==> src/shared/fbp_pkg.sv <==
// Constants, types and helpers shared by the flash block protection logic
// ==========================================================================
// Function
// [RQ1] A protect byte of all zeros refuses every program and erase in the flash.
// [RQ2] A protect byte of all ones protects nothing and permits program and erase everywhere.
// [RQ3] A protect byte other than all ones blocks program or erase of itself and its range.
// [RQ4] Mass erase is refused whenever the protect byte is not all ones.
// [RQ5] The test high voltage on the interrupt pin bypasses all block protection.
// [RQ6] The protect byte is cleared to all ones by a permitted page or mass erase.
// [RQ7] The protect byte changes only by flash programming; bus writes to it do nothing.
// [RQ8] The start address is bit 15 one, bits 14 to 7 the protect bits, bits 6 to 0 zero.
// [RQ9] Protection covers the start address through the top of memory, on 128-byte steps.
// [RQ10] Reset leaves the protect byte unchanged; its factory value is all ones.
// [RQ11] Entering wait mode during program or erase aborts it and puts the flash in standby.
// [RQ12] Entering stop mode during program or erase aborts it and puts the flash in standby.
// [RQ13] Entering wait mode while the flash is only read leaves the flash undisturbed.
// [RQ14] In standby every internal flash control signal is held inactive.
// [RQ15] Each request compares its address with the start address and is suppressed at or above.
`default_nettype none

package fbp_pkg;

  // ========================================================================
  // Protect byte and address layout
  localparam logic [7:0] PB_ERASED = 8'hff;
  localparam logic [7:0] PB_ALL_PROT = 8'h00;
  localparam logic START_TOP_BIT = 1'b1;
  localparam logic [6:0] START_LOW_BITS = 7'h00;
  localparam int PAGE_LSB = 7;
  localparam int ADDR_MSB = 15;

  // ========================================================================
  // Register offsets (byte addresses) and status bit positions
  localparam logic [7:0] REG_CMD = 8'h00;
  localparam logic [7:0] REG_ADDR = 8'h04;
  localparam logic [7:0] REG_WDATA = 8'h08;
  localparam logic [7:0] REG_STATUS = 8'h0c;
  localparam logic [7:0] REG_PROTECT = 8'h10;
  localparam logic [7:0] REG_START = 8'h14;
  localparam int ST_BUSY = 0;
  localparam int ST_REFUSED = 1;
  localparam int ST_ABORTED = 2;
  localparam int ST_STANDBY = 3;
  localparam int ST_BYPASS = 4;
  localparam int OP_W = 2;

  // ========================================================================
  // Timing
  localparam int CLK_PERIOD_NS = 50;
  localparam int PROG_TIME_NS = 30000;
  localparam int ERASE_TIME_NS = 1000000;
  localparam int PROG_CYCLES = (PROG_TIME_NS + CLK_PERIOD_NS - 1) / CLK_PERIOD_NS;
  localparam int ERASE_CYCLES_DFLT = (ERASE_TIME_NS + CLK_PERIOD_NS - 1) / CLK_PERIOD_NS;

  // ========================================================================
  // Types
  typedef enum logic [1:0] {
    OP_NONE = 2'h0,
    OP_PROG = 2'h1,
    OP_PAGE_ERASE = 2'h2,
    OP_MASS_ERASE = 2'h3
  } fbp_op_t;

  typedef struct packed {
    logic hv_en;
    logic prog;
    logic erase;
    logic mass;
    logic [15:0] addr;
    logic [7:0] wdata;
  } fbp_flash_ctl_t;

  localparam fbp_flash_ctl_t FLASH_CTL_IDLE = '0;

  // ========================================================================
  // Helpers
  function automatic logic [15:0] fbp_start_addr(input logic [7:0] pb);
    return {START_TOP_BIT, pb, START_LOW_BITS};
  endfunction : fbp_start_addr

  function automatic logic fbp_same_page(input logic [15:0] a, input logic [15:0] b);
    return a[ADDR_MSB:PAGE_LSB] == b[ADDR_MSB:PAGE_LSB];
  endfunction : fbp_same_page

endpackage : fbp_pkg

`default_nettype wire

==> src/logic/fbp_flash_block_protect.sv <==
// Flash block protection with program/erase sequencer and APB register slave
//
// The placing of the registers and the APB register port were left to the implementer.
`default_nettype none

module fbp_flash_block_protect
  import fbp_pkg::*;
#(
  parameter logic [15:0] PB_ADDR = 16'hfe00,
  parameter int ERASE_CYCLES = ERASE_CYCLES_DFLT,
  parameter int APB_ADDR_W = 8
) (
  // Clock and resets
  input wire logic core_clk,
  input wire logic sys_rst,
  input wire logic por_rst,
  // APB slave
  input wire logic psel,
  input wire logic penable,
  input wire logic pwrite,
  input wire logic [APB_ADDR_W-1:0] paddr,
  input wire logic [31:0] pwdata,
  output logic [31:0] prdata,
  output logic pready,
  output logic pslverr,
  // Processor low-power state and test pin
  input wire logic wait_mode,
  input wire logic stop_mode,
  input wire logic test_high_voltage,
  // Flash array controls
  output fbp_flash_ctl_t flash_ctl,
  output logic flash_standby
);

  // ========================================================================
  // Elaboration checks
  localparam int CNT_W = 16;

  // Refuse counts the duration counter cannot hold, before any run starts
  if (ERASE_CYCLES < 1 || ERASE_CYCLES >= (1 << CNT_W)) begin : g_bad_erase
    $error("ERASE_CYCLES out of counter range");
  end
  if (PROG_CYCLES < 1 || PROG_CYCLES >= (1 << CNT_W)) begin : g_bad_prog
    $error("PROG_CYCLES out of counter range");
  end
  if (APB_ADDR_W < 8) begin : g_bad_addr_w
    $error("APB_ADDR_W too narrow for the register map");
  end

  localparam logic [CNT_W-1:0] PROG_LOAD = CNT_W'(PROG_CYCLES - 1);
  localparam logic [CNT_W-1:0] ERASE_LOAD = CNT_W'(ERASE_CYCLES - 1);

  // ========================================================================
  // Declarations
  typedef enum logic [1:0] {
    S_IDLE,
    S_PROG,
    S_ERASE,
    S_STANDBY
  } fbp_state_t;

  fbp_state_t state_ff;
  fbp_state_t nxt_state;
  logic [15:0] addr_ff;
  logic [7:0] wdata_ff;
  logic [1:0] op_ff;
  logic [CNT_W-1:0] cnt_ff;
  logic refused_ff;
  logic aborted_ff;
  fbp_flash_ctl_t ctl_ff;
  logic [31:0] prdata_ff;
  logic [7:0] pb_q;
  logic [15:0] start_addr;
  logic req_refused;
  logic low_power;
  logic busy;
  logic wr_cycle;
  logic rd_cycle;
  logic addr_hit;
  logic cmd_wr;
  logic [1:0] cmd_op;
  logic start_ok;
  logic start_bad;
  logic op_done;
  logic abort;
  logic commit_prog;
  logic commit_erase;
  logic [APB_ADDR_W-1:0] reg_off;
  logic [31:0] nxt_prdata;

  // ========================================================================
  // APB decode: zero wait states, error on unmapped offsets
  assign reg_off = paddr;
  assign wr_cycle = psel & penable & pwrite;
  assign rd_cycle = psel & penable & ~pwrite;

  always_comb begin
    if (reg_off == APB_ADDR_W'(REG_CMD)) begin
      addr_hit = 1'b1;
    end else if (reg_off == APB_ADDR_W'(REG_ADDR)) begin
      addr_hit = 1'b1;
    end else if (reg_off == APB_ADDR_W'(REG_WDATA)) begin
      addr_hit = 1'b1;
    end else if (reg_off == APB_ADDR_W'(REG_STATUS)) begin
      addr_hit = 1'b1;
    end else if (reg_off == APB_ADDR_W'(REG_PROTECT)) begin
      addr_hit = 1'b1;
    end else if (reg_off == APB_ADDR_W'(REG_START)) begin
      addr_hit = 1'b1;
    end else begin
      addr_hit = 1'b0;
    end
  end

  assign pready = 1'b1;
  assign pslverr = psel & penable & ~addr_hit;

  // ========================================================================
  // Command acceptance
  assign low_power = wait_mode | stop_mode;
  assign busy = (state_ff == S_PROG) || (state_ff == S_ERASE);
  assign cmd_wr = wr_cycle && (reg_off == APB_ADDR_W'(REG_CMD));
  assign cmd_op = pwdata[OP_W-1:0];
  // A command only starts from idle with the processor awake
  assign start_ok = cmd_wr && (state_ff == S_IDLE) && !low_power
                    && (fbp_op_t'(cmd_op) != OP_NONE) && !req_refused;
  assign start_bad = cmd_wr && (state_ff == S_IDLE) && !low_power
                     && (fbp_op_t'(cmd_op) != OP_NONE) && req_refused;

  // Checker judges the incoming command against the stored byte
  fbp_range_chk #(
    .PB_ADDR(PB_ADDR)
  ) u_chk (
    .op(cmd_op),
    .addr(addr_ff),
    .pb(pb_q),
    .bypass(test_high_voltage),
    .refused(req_refused),
    .start_addr(start_addr)
  );

  // ========================================================================
  // Sequencer
  assign op_done = busy && (cnt_ff == '0);
  assign abort = busy && low_power; // [RQ11] [RQ12]

  always_comb begin
    nxt_state = state_ff;
    case (state_ff)
      S_IDLE: begin
        // Reads carry on; a sleeping processor leaves the flash alone [RQ13]
        if (start_ok && fbp_op_t'(cmd_op) == OP_PROG) begin
          nxt_state = S_PROG;
        end else if (start_ok) begin
          nxt_state = S_ERASE;
        end
      end
      S_PROG, S_ERASE: begin
        if (abort) begin
          nxt_state = S_STANDBY; // [RQ11] [RQ12]
        end else if (op_done) begin
          nxt_state = S_IDLE;
        end
      end
      S_STANDBY: begin
        // Leave standby once the processor has woken up
        if (!low_power) begin
          nxt_state = S_IDLE;
        end
      end
      default: begin
        nxt_state = S_IDLE;
      end
    endcase
  end

  always_ff @(posedge core_clk or posedge sys_rst) begin
    if (sys_rst) begin
      state_ff <= S_IDLE;
    end else begin
      state_ff <= nxt_state;
    end
  end

  // Duration counter, loaded on start
  always_ff @(posedge core_clk or posedge sys_rst) begin
    if (sys_rst) begin
      cnt_ff <= '0;
    end else if (start_ok) begin
      cnt_ff <= (fbp_op_t'(cmd_op) == OP_PROG) ? PROG_LOAD : ERASE_LOAD;
    end else if (busy && cnt_ff != '0) begin
      cnt_ff <= cnt_ff - CNT_W'(1);
    end
  end

  // Latched operation for the commit at the end
  always_ff @(posedge core_clk or posedge sys_rst) begin
    if (sys_rst) begin
      op_ff <= OP_NONE;
    end else if (start_ok) begin
      op_ff <= cmd_op;
    end
  end

  // ========================================================================
  // Flash control outputs; refused requests never raise the high voltage
  always_ff @(posedge core_clk or posedge sys_rst) begin
    if (sys_rst) begin
      ctl_ff <= FLASH_CTL_IDLE;
    end else if (start_ok) begin
      ctl_ff.hv_en <= 1'b1; // [RQ15]
      ctl_ff.prog <= (fbp_op_t'(cmd_op) == OP_PROG);
      ctl_ff.erase <= (fbp_op_t'(cmd_op) == OP_PAGE_ERASE);
      ctl_ff.mass <= (fbp_op_t'(cmd_op) == OP_MASS_ERASE);
      ctl_ff.addr <= addr_ff;
      ctl_ff.wdata <= wdata_ff;
    end else if (abort || op_done) begin
      ctl_ff <= FLASH_CTL_IDLE; // All controls inactive [RQ14]
    end
  end

  assign flash_ctl = ctl_ff;
  assign flash_standby = (state_ff == S_STANDBY); // [RQ14]

  // ========================================================================
  // Protect byte: updated only when a real flash operation completes
  assign commit_prog = op_done && !abort && (fbp_op_t'(op_ff) == OP_PROG)
                       && (ctl_ff.addr == PB_ADDR); // [RQ7]
  assign commit_erase = op_done && !abort
                        && ((fbp_op_t'(op_ff) == OP_MASS_ERASE)
                            || ((fbp_op_t'(op_ff) == OP_PAGE_ERASE)
                                && fbp_same_page(ctl_ff.addr, PB_ADDR))); // [RQ6]

  fbp_nv_byte u_nv (
    .core_clk(core_clk),
    .por_rst(por_rst),
    .commit_prog(commit_prog),
    .commit_erase(commit_erase),
    .prog_data(ctl_ff.wdata),
    .pb_q(pb_q)
  );

  // ========================================================================
  // Software registers: target address and program data
  always_ff @(posedge core_clk or posedge sys_rst) begin
    if (sys_rst) begin
      addr_ff <= '0;
    end else if (wr_cycle && reg_off == APB_ADDR_W'(REG_ADDR)) begin
      addr_ff <= pwdata[15:0];
    end
  end

  always_ff @(posedge core_clk or posedge sys_rst) begin
    if (sys_rst) begin
      wdata_ff <= '0;
    end else if (wr_cycle && reg_off == APB_ADDR_W'(REG_WDATA)) begin
      wdata_ff <= pwdata[7:0];
    end
  end

  // Sticky flags, write one to clear; a new event wins over the clear
  always_ff @(posedge core_clk or posedge sys_rst) begin
    if (sys_rst) begin
      refused_ff <= 1'b0;
    end else if (start_bad) begin
      refused_ff <= 1'b1; // [RQ1] [RQ3] [RQ4]
    end else if (wr_cycle && reg_off == APB_ADDR_W'(REG_STATUS) && pwdata[ST_REFUSED]) begin
      refused_ff <= 1'b0;
    end
  end

  always_ff @(posedge core_clk or posedge sys_rst) begin
    if (sys_rst) begin
      aborted_ff <= 1'b0;
    end else if (abort) begin
      aborted_ff <= 1'b1; // [RQ11] [RQ12]
    end else if (wr_cycle && reg_off == APB_ADDR_W'(REG_STATUS) && pwdata[ST_ABORTED]) begin
      aborted_ff <= 1'b0;
    end
  end

  // ========================================================================
  // Read mux; protect byte and start address are read-only views, so a
  // bus write to them is accepted and dropped [RQ7]
  always_comb begin
    nxt_prdata = '0;
    if (reg_off == APB_ADDR_W'(REG_ADDR)) begin
      nxt_prdata[15:0] = addr_ff;
    end else if (reg_off == APB_ADDR_W'(REG_WDATA)) begin
      nxt_prdata[7:0] = wdata_ff;
    end else if (reg_off == APB_ADDR_W'(REG_STATUS)) begin
      nxt_prdata[ST_BUSY] = busy;
      nxt_prdata[ST_REFUSED] = refused_ff;
      nxt_prdata[ST_ABORTED] = aborted_ff;
      nxt_prdata[ST_STANDBY] = (state_ff == S_STANDBY);
      nxt_prdata[ST_BYPASS] = test_high_voltage;
    end else if (reg_off == APB_ADDR_W'(REG_PROTECT)) begin
      nxt_prdata[7:0] = pb_q;
    end else if (reg_off == APB_ADDR_W'(REG_START)) begin
      nxt_prdata[15:0] = start_addr; // [RQ8]
    end else if (reg_off == APB_ADDR_W'(REG_CMD)) begin
      nxt_prdata[OP_W-1:0] = op_ff;
    end
  end

  // Read data is registered in the setup phase so it stands in the access phase
  always_ff @(posedge core_clk or posedge sys_rst) begin
    if (sys_rst) begin
      prdata_ff <= '0;
    end else if (psel && !penable && !pwrite) begin
      prdata_ff <= nxt_prdata;
    end
  end

  assign prdata = rd_cycle ? prdata_ff : '0;

endmodule : fbp_flash_block_protect

`default_nettype wire

==> src/logic/fbp_nv_byte.sv <==
// Nonvolatile protect byte cell kept inside the flash array
`default_nettype none

module fbp_nv_byte
  import fbp_pkg::*;
(
  // Clock and power-on
  input wire logic core_clk,
  input wire logic por_rst,
  // Commit strobes from the sequencer
  input wire logic commit_prog,
  input wire logic commit_erase,
  input wire logic [7:0] prog_data,
  // Stored value
  output logic [7:0] pb_q
);

  // ========================================================================
  // Power-on and a permitted erase restore the factory value; the system reset is not wired
  // here at all, so it can never disturb the stored byte [RQ10]
  always_ff @(posedge core_clk or posedge por_rst) begin
    if (por_rst) begin
      pb_q <= PB_ERASED; // [RQ10]
    end else if (commit_erase) begin
      pb_q <= PB_ERASED; // [RQ6]
    end else if (commit_prog) begin
      pb_q <= pb_q & prog_data; // Programming only clears bits [RQ7]
    end
  end

endmodule : fbp_nv_byte

`default_nettype wire

==> src/logic/fbp_range_chk.sv <==
// Protection check of one program or erase request against the protect byte
`default_nettype none

module fbp_range_chk
  import fbp_pkg::*;
#(
  parameter logic [15:0] PB_ADDR = 16'hfe00
) (
  // Request
  input wire logic [1:0] op,
  input wire logic [15:0] addr,
  // Protection state
  input wire logic [7:0] pb,
  input wire logic bypass,
  // Verdict
  output logic refused,
  output logic [15:0] start_addr
);

  logic hits_range;
  logic hits_pb;

  // Start address from the protect bits [RQ8]
  assign start_addr = fbp_start_addr(pb); // [RQ8]

  // Range and protect byte hits; page erase is judged by its whole page
  always_comb begin
    hits_range = (addr >= start_addr); // Up to the top of memory [RQ9] [RQ15]
    hits_pb = (addr == PB_ADDR);
    if (fbp_op_t'(op) == OP_PAGE_ERASE) begin
      hits_range = (addr[ADDR_MSB:PAGE_LSB] >= start_addr[ADDR_MSB:PAGE_LSB]); // [RQ9]
      hits_pb = fbp_same_page(addr, PB_ADDR);
    end
  end

  // Verdict; the test voltage overrides all of it
  always_comb begin
    refused = 1'b0;
    if (bypass) begin
      refused = 1'b0; // [RQ5]
    end else if (pb == PB_ERASED) begin
      refused = 1'b0; // [RQ2]
    end else if (fbp_op_t'(op) == OP_MASS_ERASE) begin
      refused = 1'b1; // [RQ4]
    end else if (pb == PB_ALL_PROT) begin
      refused = 1'b1; // Whole array, including below the start [RQ1]
    end else begin
      refused = hits_range | hits_pb; // [RQ3] [RQ15]
    end
  end

endmodule : fbp_range_chk

`default_nettype wire

==> config.mk <==
export PLATFORM = sky130hd
export DESIGN_NAME = fbp_flash_block_protect
export DESIGN_NICKNAME = d
export VERILOG_FILES = /design/src/shared/fbp_pkg.sv /design/src/logic/fbp_flash_block_protect.sv /design/src/logic/fbp_nv_byte.sv /design/src/logic/fbp_range_chk.sv
export SDC_FILE = /design/constraint.sdc
export NUM_CORES = 1
export LEC_CHECK = 0
export BUFFER_PORTS_ARGS = -buffer_cell sky130_fd_sc_hd__clkbuf_2
export CAP_MARGIN = 25
export CORE_AREA = 8 8 134 99
export CTS_CLUSTER_DIAMETER = 100
export DETAILED_ROUTE_END_ITERATION = 10
export DIE_AREA = 0 0 142 107
export PLACE_DENSITY = 0.76
export SETUP_SLACK_MARGIN = 0.05
export SYNTH_ARGS = -nofsm -noshare
export SYNTH_HDL_FRONTEND = slang
export SYNTH_HIERARCHICAL = 1
export SYNTH_SLANG_ARGS = --single-unit
==> constraint.sdc <==
create_clock -name core_clk -period 2.65 [get_ports core_clk]
set_input_delay 0.1325 -clock core_clk [delete_from_list [all_inputs] [get_ports core_clk]]
set_output_delay 0.1325 -clock core_clk [all_outputs]
set_load 0.01 [all_outputs]
* Yosys cells after proc, flatten, opt, wreduce, memory -nomap -nowiden
Cells that the tools add are included.
Word-level totals: output and inout port bits 63, input bits 49, register bits after elaboration 98
Operators by class: add/subtract/negate cells 1, magnitude comparators 2, multiplexer cells 40, equal/unequal tests 22, bitwise operators 9, reduce and logical (&&, ||, !) cells 43
Operator list (count):
- two-way mux 16 bit | 4
- two-way mux 28 bit | 2
- two-way mux 8 bit | 6
- equality test 16 bit, second input constant | 2
- logical AND 1 bit | 22
- equality test 9 bit, second input constant | 2
- equality test 8 x 4 -> 1 bit, second input constant | 2
- equality test 8 x 5 -> 1 bit, second input constant | 2
- greater-or-equal comparator 16 bit | 1
- zero test 16 bit | 1
- zero test 8 bit | 2
- two-way mux 1 bit | 16
- nonzero test 16 bit | 1
- subtractor 16 x 1 -> 16 bit, second input constant | 1
- two-way mux 15 bit | 1
- two-way mux 14 bit | 1
- two-way mux 2 bit | 7
- equality test 2 bit, second input constant | 6
- nonzero test 2 bit | 6
- two-way mux 11 bit | 1
- greater-or-equal comparator 9 bit | 1
- AND 8 bit | 1
- equality test 8 x 3 -> 1 bit, second input constant | 1
- equality test 8 bit, second input constant | 1
- other kinds (14) | 27

* Depth between registers and ports, before layout
depth in word-level cells 12, mapped depth 11, mapped depth without buffers 9

* By module
The synthesis kept the hierarchy.
Modules (own cells, without submodules):
- fbp_flash_block_protect | area an instance 4665.7 um^2, times used 1, seq. area each 2252.2 um^2, cells each 490
- fbp_range_chk | area an instance 445.4 um^2, times used 1, seq. area each 0.0 um^2, cells each 61
- fbp_nv_byte | area an instance 329.1 um^2, times used 1, seq. area each 210.2 um^2, cells each 26

* Worst setup path before layout
No wires, ideal clock.
path kind flip-flop to flip-flop, start point register u_nv.pb_q[4], end point register ctl_ff (netlist bit flash_ctl[25]), arrival 2.715 ns, required time 2.555 ns, setup time 0.095 ns, cell stages (with the launch flop) 12, path buffers 2, path slack -0.160 ns, cell sequence dfstp_2 inv_1 ha_1 nand3_1 o21bai_1 a31o_2 a311oi_1 or3_1 buf_2 clkbuf_1 nand3_1 o31ai_1
Between the ends: word-level cells in the longest chain between the ends 10, elaborated cells on any way between the ends 14
Ends and longest elaborated chain:
- start, declared | line fbp_nv_byte.sv:15 | output logic [7:0] pb_q
- start signal, assigned | line fbp_nv_byte.sv:27 | pb_q <= pb_q & prog_data;
- greater-or-equal comparator 16 bit / greater-or-equal comparator 9 bit (equally long branches) | line fbp_range_chk.sv:28, fbp_range_chk.sv:31
- two-way mux 1 bit | line fbp_range_chk.sv:30 | if (fbp_op_t'(op) == OP_PAGE_ERASE) begin
- bitwise OR 1 bit | line fbp_range_chk.sv:48 | refused = hits_range | hits_pb;
- two-way mux 1 bit | line fbp_range_chk.sv:45 | end else if (pb == PB_ALL_PROT) begin
- two-way mux 1 bit | line fbp_range_chk.sv:43 | end else if (fbp_op_t'(op) == OP_MASS_ERASE) begin
- two-way mux 1 bit * | line fbp_range_chk.sv:41 | end else if (pb == PB_ERASED) begin
- two-way mux 1 bit * | line fbp_range_chk.sv:39 | if (bypass) begin
- net req_refused | line fbp_flash_block_protect.sv:74 | logic req_refused;
- zero test 1 bit * | line fbp_flash_block_protect.sv:126 | && (fbp_op_t'(cmd_op) != OP_NONE) && !req_refused;
- logical AND 1 bit * | line fbp_flash_block_protect.sv:126
- two-way mux 28 bit / nonzero test 2 bit (equally long branches)
- end, declared | line fbp_flash_block_protect.sv:70 | fbp_flash_ctl_t ctl_ff;
The timed path passes the listed nets; every way through them passes the cells marked *. A chain may end at the register's enable or synchronous reset.

* Worst setup path after layout
start point register u_nv.pb_q[4], end point register cnt_ff[6]
Between the ends: word-level cells in the longest chain between the ends 10, elaborated cells on any way between the ends 14
Ends and longest elaborated chain:
- greater-or-equal comparator 16 bit / greater-or-equal comparator 9 bit (equally long branches) | line fbp_range_chk.sv:28, fbp_range_chk.sv:31
- two-way mux 1 bit | line fbp_range_chk.sv:30
- bitwise OR 1 bit | line fbp_range_chk.sv:48
- two-way mux 1 bit | line fbp_range_chk.sv:45
- two-way mux 1 bit | line fbp_range_chk.sv:43
- two-way mux 1 bit * | line fbp_range_chk.sv:41
- two-way mux 1 bit * | line fbp_range_chk.sv:39
- net req_refused | line fbp_flash_block_protect.sv:74
- zero test 1 bit * | line fbp_flash_block_protect.sv:126
- logical AND 1 bit * | line fbp_flash_block_protect.sv:126
- two-way mux 16 bit / nonzero test 2 bit (equally long branches)
- end signal, assigned | line fbp_flash_block_protect.sv:190 | cnt_ff <= (fbp_op_t'(cmd_op) == OP_PROG) ? PROG_LOAD : ERASE_LOAD;
- end signal, assigned | line fbp_flash_block_protect.sv:192 | cnt_ff <= cnt_ff - CNT_W'(1);
- end, declared | line fbp_flash_block_protect.sv:67 | logic [CNT_W-1:0] cnt_ff;
Marks and branches as above.

==> impl_metrics.py <==
metrics = {
    "status": {
        "status": "complete, but fails checks",
        "violations": "setup timing",
    },
    "worst_setup_path": {
        "cpPeakStageDelay_ns": 0.53,
        "r2r-end": "cnt_ff[6]",
        "cp.required_ns": 2.89,
        "critPathArrivalTime_ns": 2.96,
        "reg2reg_slack_ns": -0.07,
        "path_class": "flip-flop to flip-flop",
        "critPathCaptureType": "flip-flop",
        "start_kind": "flip-flop",
        "path_buf_inv": 3,
        "r2r-start": "u_nv/pb_q[4]",
        "r2r_cells": 11,
        "crit_chain": "inv_1, ha_1, nand3_1, o21bai_1, a31o_2, a311oi_2, buf_4, nor4_4, buf_4, o22a_1, o22a_1",
        "cp_top_family": "compound AO/OA/AOI/OAI gates",
        "critPathMaxFanout": 6,
        "crit_start": "u_nv/pb_q[4]",
        "cp_slowest_cell": "dfstp_2",
    },
    "timing": {
        "fmax_ghz": 0.367,
        "rsz0062_at_grt": "true",
        "fin_crit_ns": 2.72,
        "drv_slew": 0,
        "finalSetupViolCount": 2,
        "setup_tns_ns": -0.0857,
        "max_slew_margin_pct": 49.2,
        "tightest_slew_ns": 0.759,
        "setup_ws_ns": -0.0712,
        "min_period_over_period_pct": 103,
        "fin_skew_ns": 0.00760,
        "hold_viol_final": 0,
    },
    "grt": {
        "grtUsageTotal_pct": 21.7,
        "antenna_found_initial": 0,
        "grt_pass1_wl_um": 25800,
        "grt_max_degree": 39,
        "grt_pass1_vias": 4789,
        "grt_overflow": 0,
    },
    "yosys": {
        "synth_seq_area_share_pct": 45.3,
        "synth_edf_count": 0,
        "ys_warn_count": 6,
        "avgSynthCellArea_sq_um": 9.43,
        "synth_cell_type_count": 61,
        "synth_top_flop_cell": "dfrtp_1",
        "synth-async-reset-ratio_pct": 100,
        "synthesis.instances": 577,
        "netlist_area_sq_mm": 0.00544,
        "synth-seq-cells": 98,
    },
    "floorplanning": {
        "ios": 112,
        "core_area_sq_mm": 0.0113,
        "num_rows": 33,
        "die_y_um": 107,
        "die_area_sq_mm": 0.0152,
        "dieWidth_um": 142,
        "initial_core_util_pct": 48.3,
    },
    "pwr": {
        "p_leak_nw": 3.20,
        "ir_drop_uv": 369,
        "powerDensity_mw_per_mm2": 627,
    },
    "layout": {
        "drive_gt1_share_pct": 29.2,
        "multi_input_area_sq_mm": 0.00269,
        "final_cells": 835,
        "n_fill_cell": 1021,
        "nets": 737,
        "syn2layout_area_growth_pct": 19.6,
        "seq_area_sq_mm": 0.00246,
        "num_antenna_cells": 0,
    },
    "clocking": {
        "cts_sinks": 98,
        "cts_made_buffers": 9,
        "clockBufferDepth": 2,
        "clk_pin_slew_ns": 0.07,
        "h-tree-depth": 3,
        "cts_root_buf": "clkbuf_16",
        "insertion_delay_ns": 0.35,
        "cts_tree": "yes",
    },
    "route": {
        "met1_length_um": 7080,
        "remaining_drc_errors": 0,
        "dr.max_layer_used": "met4",
        "drt_pass1_iterations": 5,
        "ant_nets": 0,
        "wl_per_cell_um": 19.2,
        "drtIter0Drc": 391,
        "met3_length_um": 1400,
        "routed_wl_um": 16000,
        "vias": 4741,
        "route.met2.wl_um": 7320,
        "vias_per_cell": 5.68,
    },
    "placed_design": {
        "place_congestion": 0.970,
        "place.detailed.hpwl_um": 12300,
        "port_buffers": 78,
        "place_inst": 818,
    },
    "hold_path": {
        "worstHoldPathType": "input port to asynchronous set/reset pin",
    },
    "flow_run": {
        "maxCapViolCount": 0,
    },
}
-- repair_timing --
| item | in CTS | in global routing |
|---|---|---|
| endpoints found under the setup margin | 21 | 32 |
| gates resized for setup | 2 | 2 |
| hold buffers | 1 | 0 |
| endpoints found under the hold margin | 35 | 0 |
| pin swaps | 1 | 0 |
| buffers inserted | 0 | 1 |
| cloned | 0 | 1 |
-- registers in the layout (all words and copies together), names as in the netlist --
| register | flops |
|---|---|
| aborted_ff | 1 |
| prdata_ff | 16 |
| op_ff | 2 |
| wdata_ff | 8 |
| refused_ff | 1 |
| flash_ctl | 28 |
| u_nv/pb_q | 8 |
| state_ff | 2 |
| cnt_ff | 16 |
| addr_ff | 16 |
-- logic make-up (layout without fill, tap and decap cells) --
kind of cell             after synthesis  count (layout)  share of synthesized area (%)
other                                  4              25                          0.276
AO/OA/AOI/OAI                         84              84                           10.5
AND/OR/NAND/NOR                      254             254                           24.7
XOR/XNOR                              10              10                           1.61
buffers and inverters                 80             160                           7.84
flip-flops                            98              98                           45.3
adder cells (fa/ha/maj)               13              13                           2.99
multiplexers                          34              34                           6.78
-- cell usage after synthesis, types with 5 or more instances --
library cell | count | area [sq um]
dfrtp_1 | 90 | 2250
nand2_1 | 79 | 297
nor2_1 | 47 | 176
nand3_1 | 37 | 185
buf_4 | 33 | 248
a21oi_1 | 23 | 115
inv_1 | 23 | 86.3
mux2_2 | 23 | 259
clkbuf_1 | 21 | 78.8
and2_1 | 19 | 119
o21ai_0 | 14 | 70.1
ha_1 | 13 | 163
nand4_1 | 12 | 75.1
a221oi_1 | 11 | 96.3
mux2i_1 | 11 | 110
nand2b_1 | 9 | 56.3
a21o_1 | 8 | 60.1
dfstp_2 | 8 | 210
nor3_1 | 8 | 40.0
nor4_1 | 7 | 43.8
xnor2_1 | 6 | 52.6
o22ai_1 | 5 | 31.3
-- where the power goes --
part           switching, mW  total (mW)  internal, mW
combinational          0.612        1.02         0.403
clock                  0.568        1.32         0.749
sequential             0.121        1.75          1.63
total                   1.30        4.08          2.78
-- layer usage --
| layer | vias up | global-route usage [%] |
|---|---|---|
| li1 | 2162 | - |
| met1 | 2312 | 29.4 |
| met2 | 242 | 33.9 |
| met3 | 25 | 4.62 |
| met4 | 0 | 7.03 |
| met5 | - | 0 |
-- layout make-up --
type                    instances  share of cell area [%]
clock buffers                  10                    3.67
clock inverters                 4                   0.827
inverters                      23                    1.35
multi-input cells             420                    41.3
flip-flops and latches         98                    37.8
well taps                     157                    3.02
repair buffers                123                    12.0
-- through the flow --
step                power (mW)  area, sq um  hold slack [ns]  setup WS [ns]  util, %
floorplan                 2.44         5560            0.175        0.00845        -
global placement          2.67         6140            0.221         0.0428     54.5
detailed placement        2.76         6160            0.230        -0.0451     54.6
CTS                       4.09         6470          0.00342         0.0158     57.4
global route              4.27         6510           0.0189         -0.100     57.7
finish                    4.08         6510           0.0136        -0.0712     57.7
-- how the worst max path moves through the flow --
stage | depth (start not counted) | end
CTS | 11 | cnt_ff[6]
global placement | 9 | state_ff[1]
detailed placement | 10 | cnt_ff[3]
floorplan | 10 | state_ff[1]
finish | 11 | cnt_ff[6]
global route | 11 | cnt_ff[6]
-- placed cells by master, fill, tap and decap left out, types with 3 or more instances in the layout --
cell | synthesis | layout
dfrtp_1 | 90 | 90
nand2_1 | 79 | 79
clkbuf_2 | 1 | 78
nor2_1 | 47 | 47
buf_4 | 33 | 39
nand3_1 | 37 | 37
conb_1 | 4 | 25
mux2_2 | 23 | 22
a21oi_1 | 23 | 22
inv_1 | 23 | 20
and2_1 | 19 | 19
o21ai_0 | 14 | 14
nand4_1 | 12 | 12
mux2i_1 | 11 | 11
a221oi_1 | 11 | 11
ha_1 | 13 | 11
clkbuf_16 | 0 | 10
nand2b_1 | 9 | 9
nor3_1 | 8 | 8
a21o_1 | 8 | 8
dfstp_2 | 8 | 8
nor4_1 | 7 | 7
xnor2_1 | 6 | 6
o22ai_1 | 5 | 5
and3_1 | 4 | 4
or4_4 | 4 | 4
xor2_1 | 4 | 4
a31oi_1 | 4 | 4
nor2b_1 | 4 | 4
nor4_4 | 3 | 3
(Power assumes the default switching activity.)
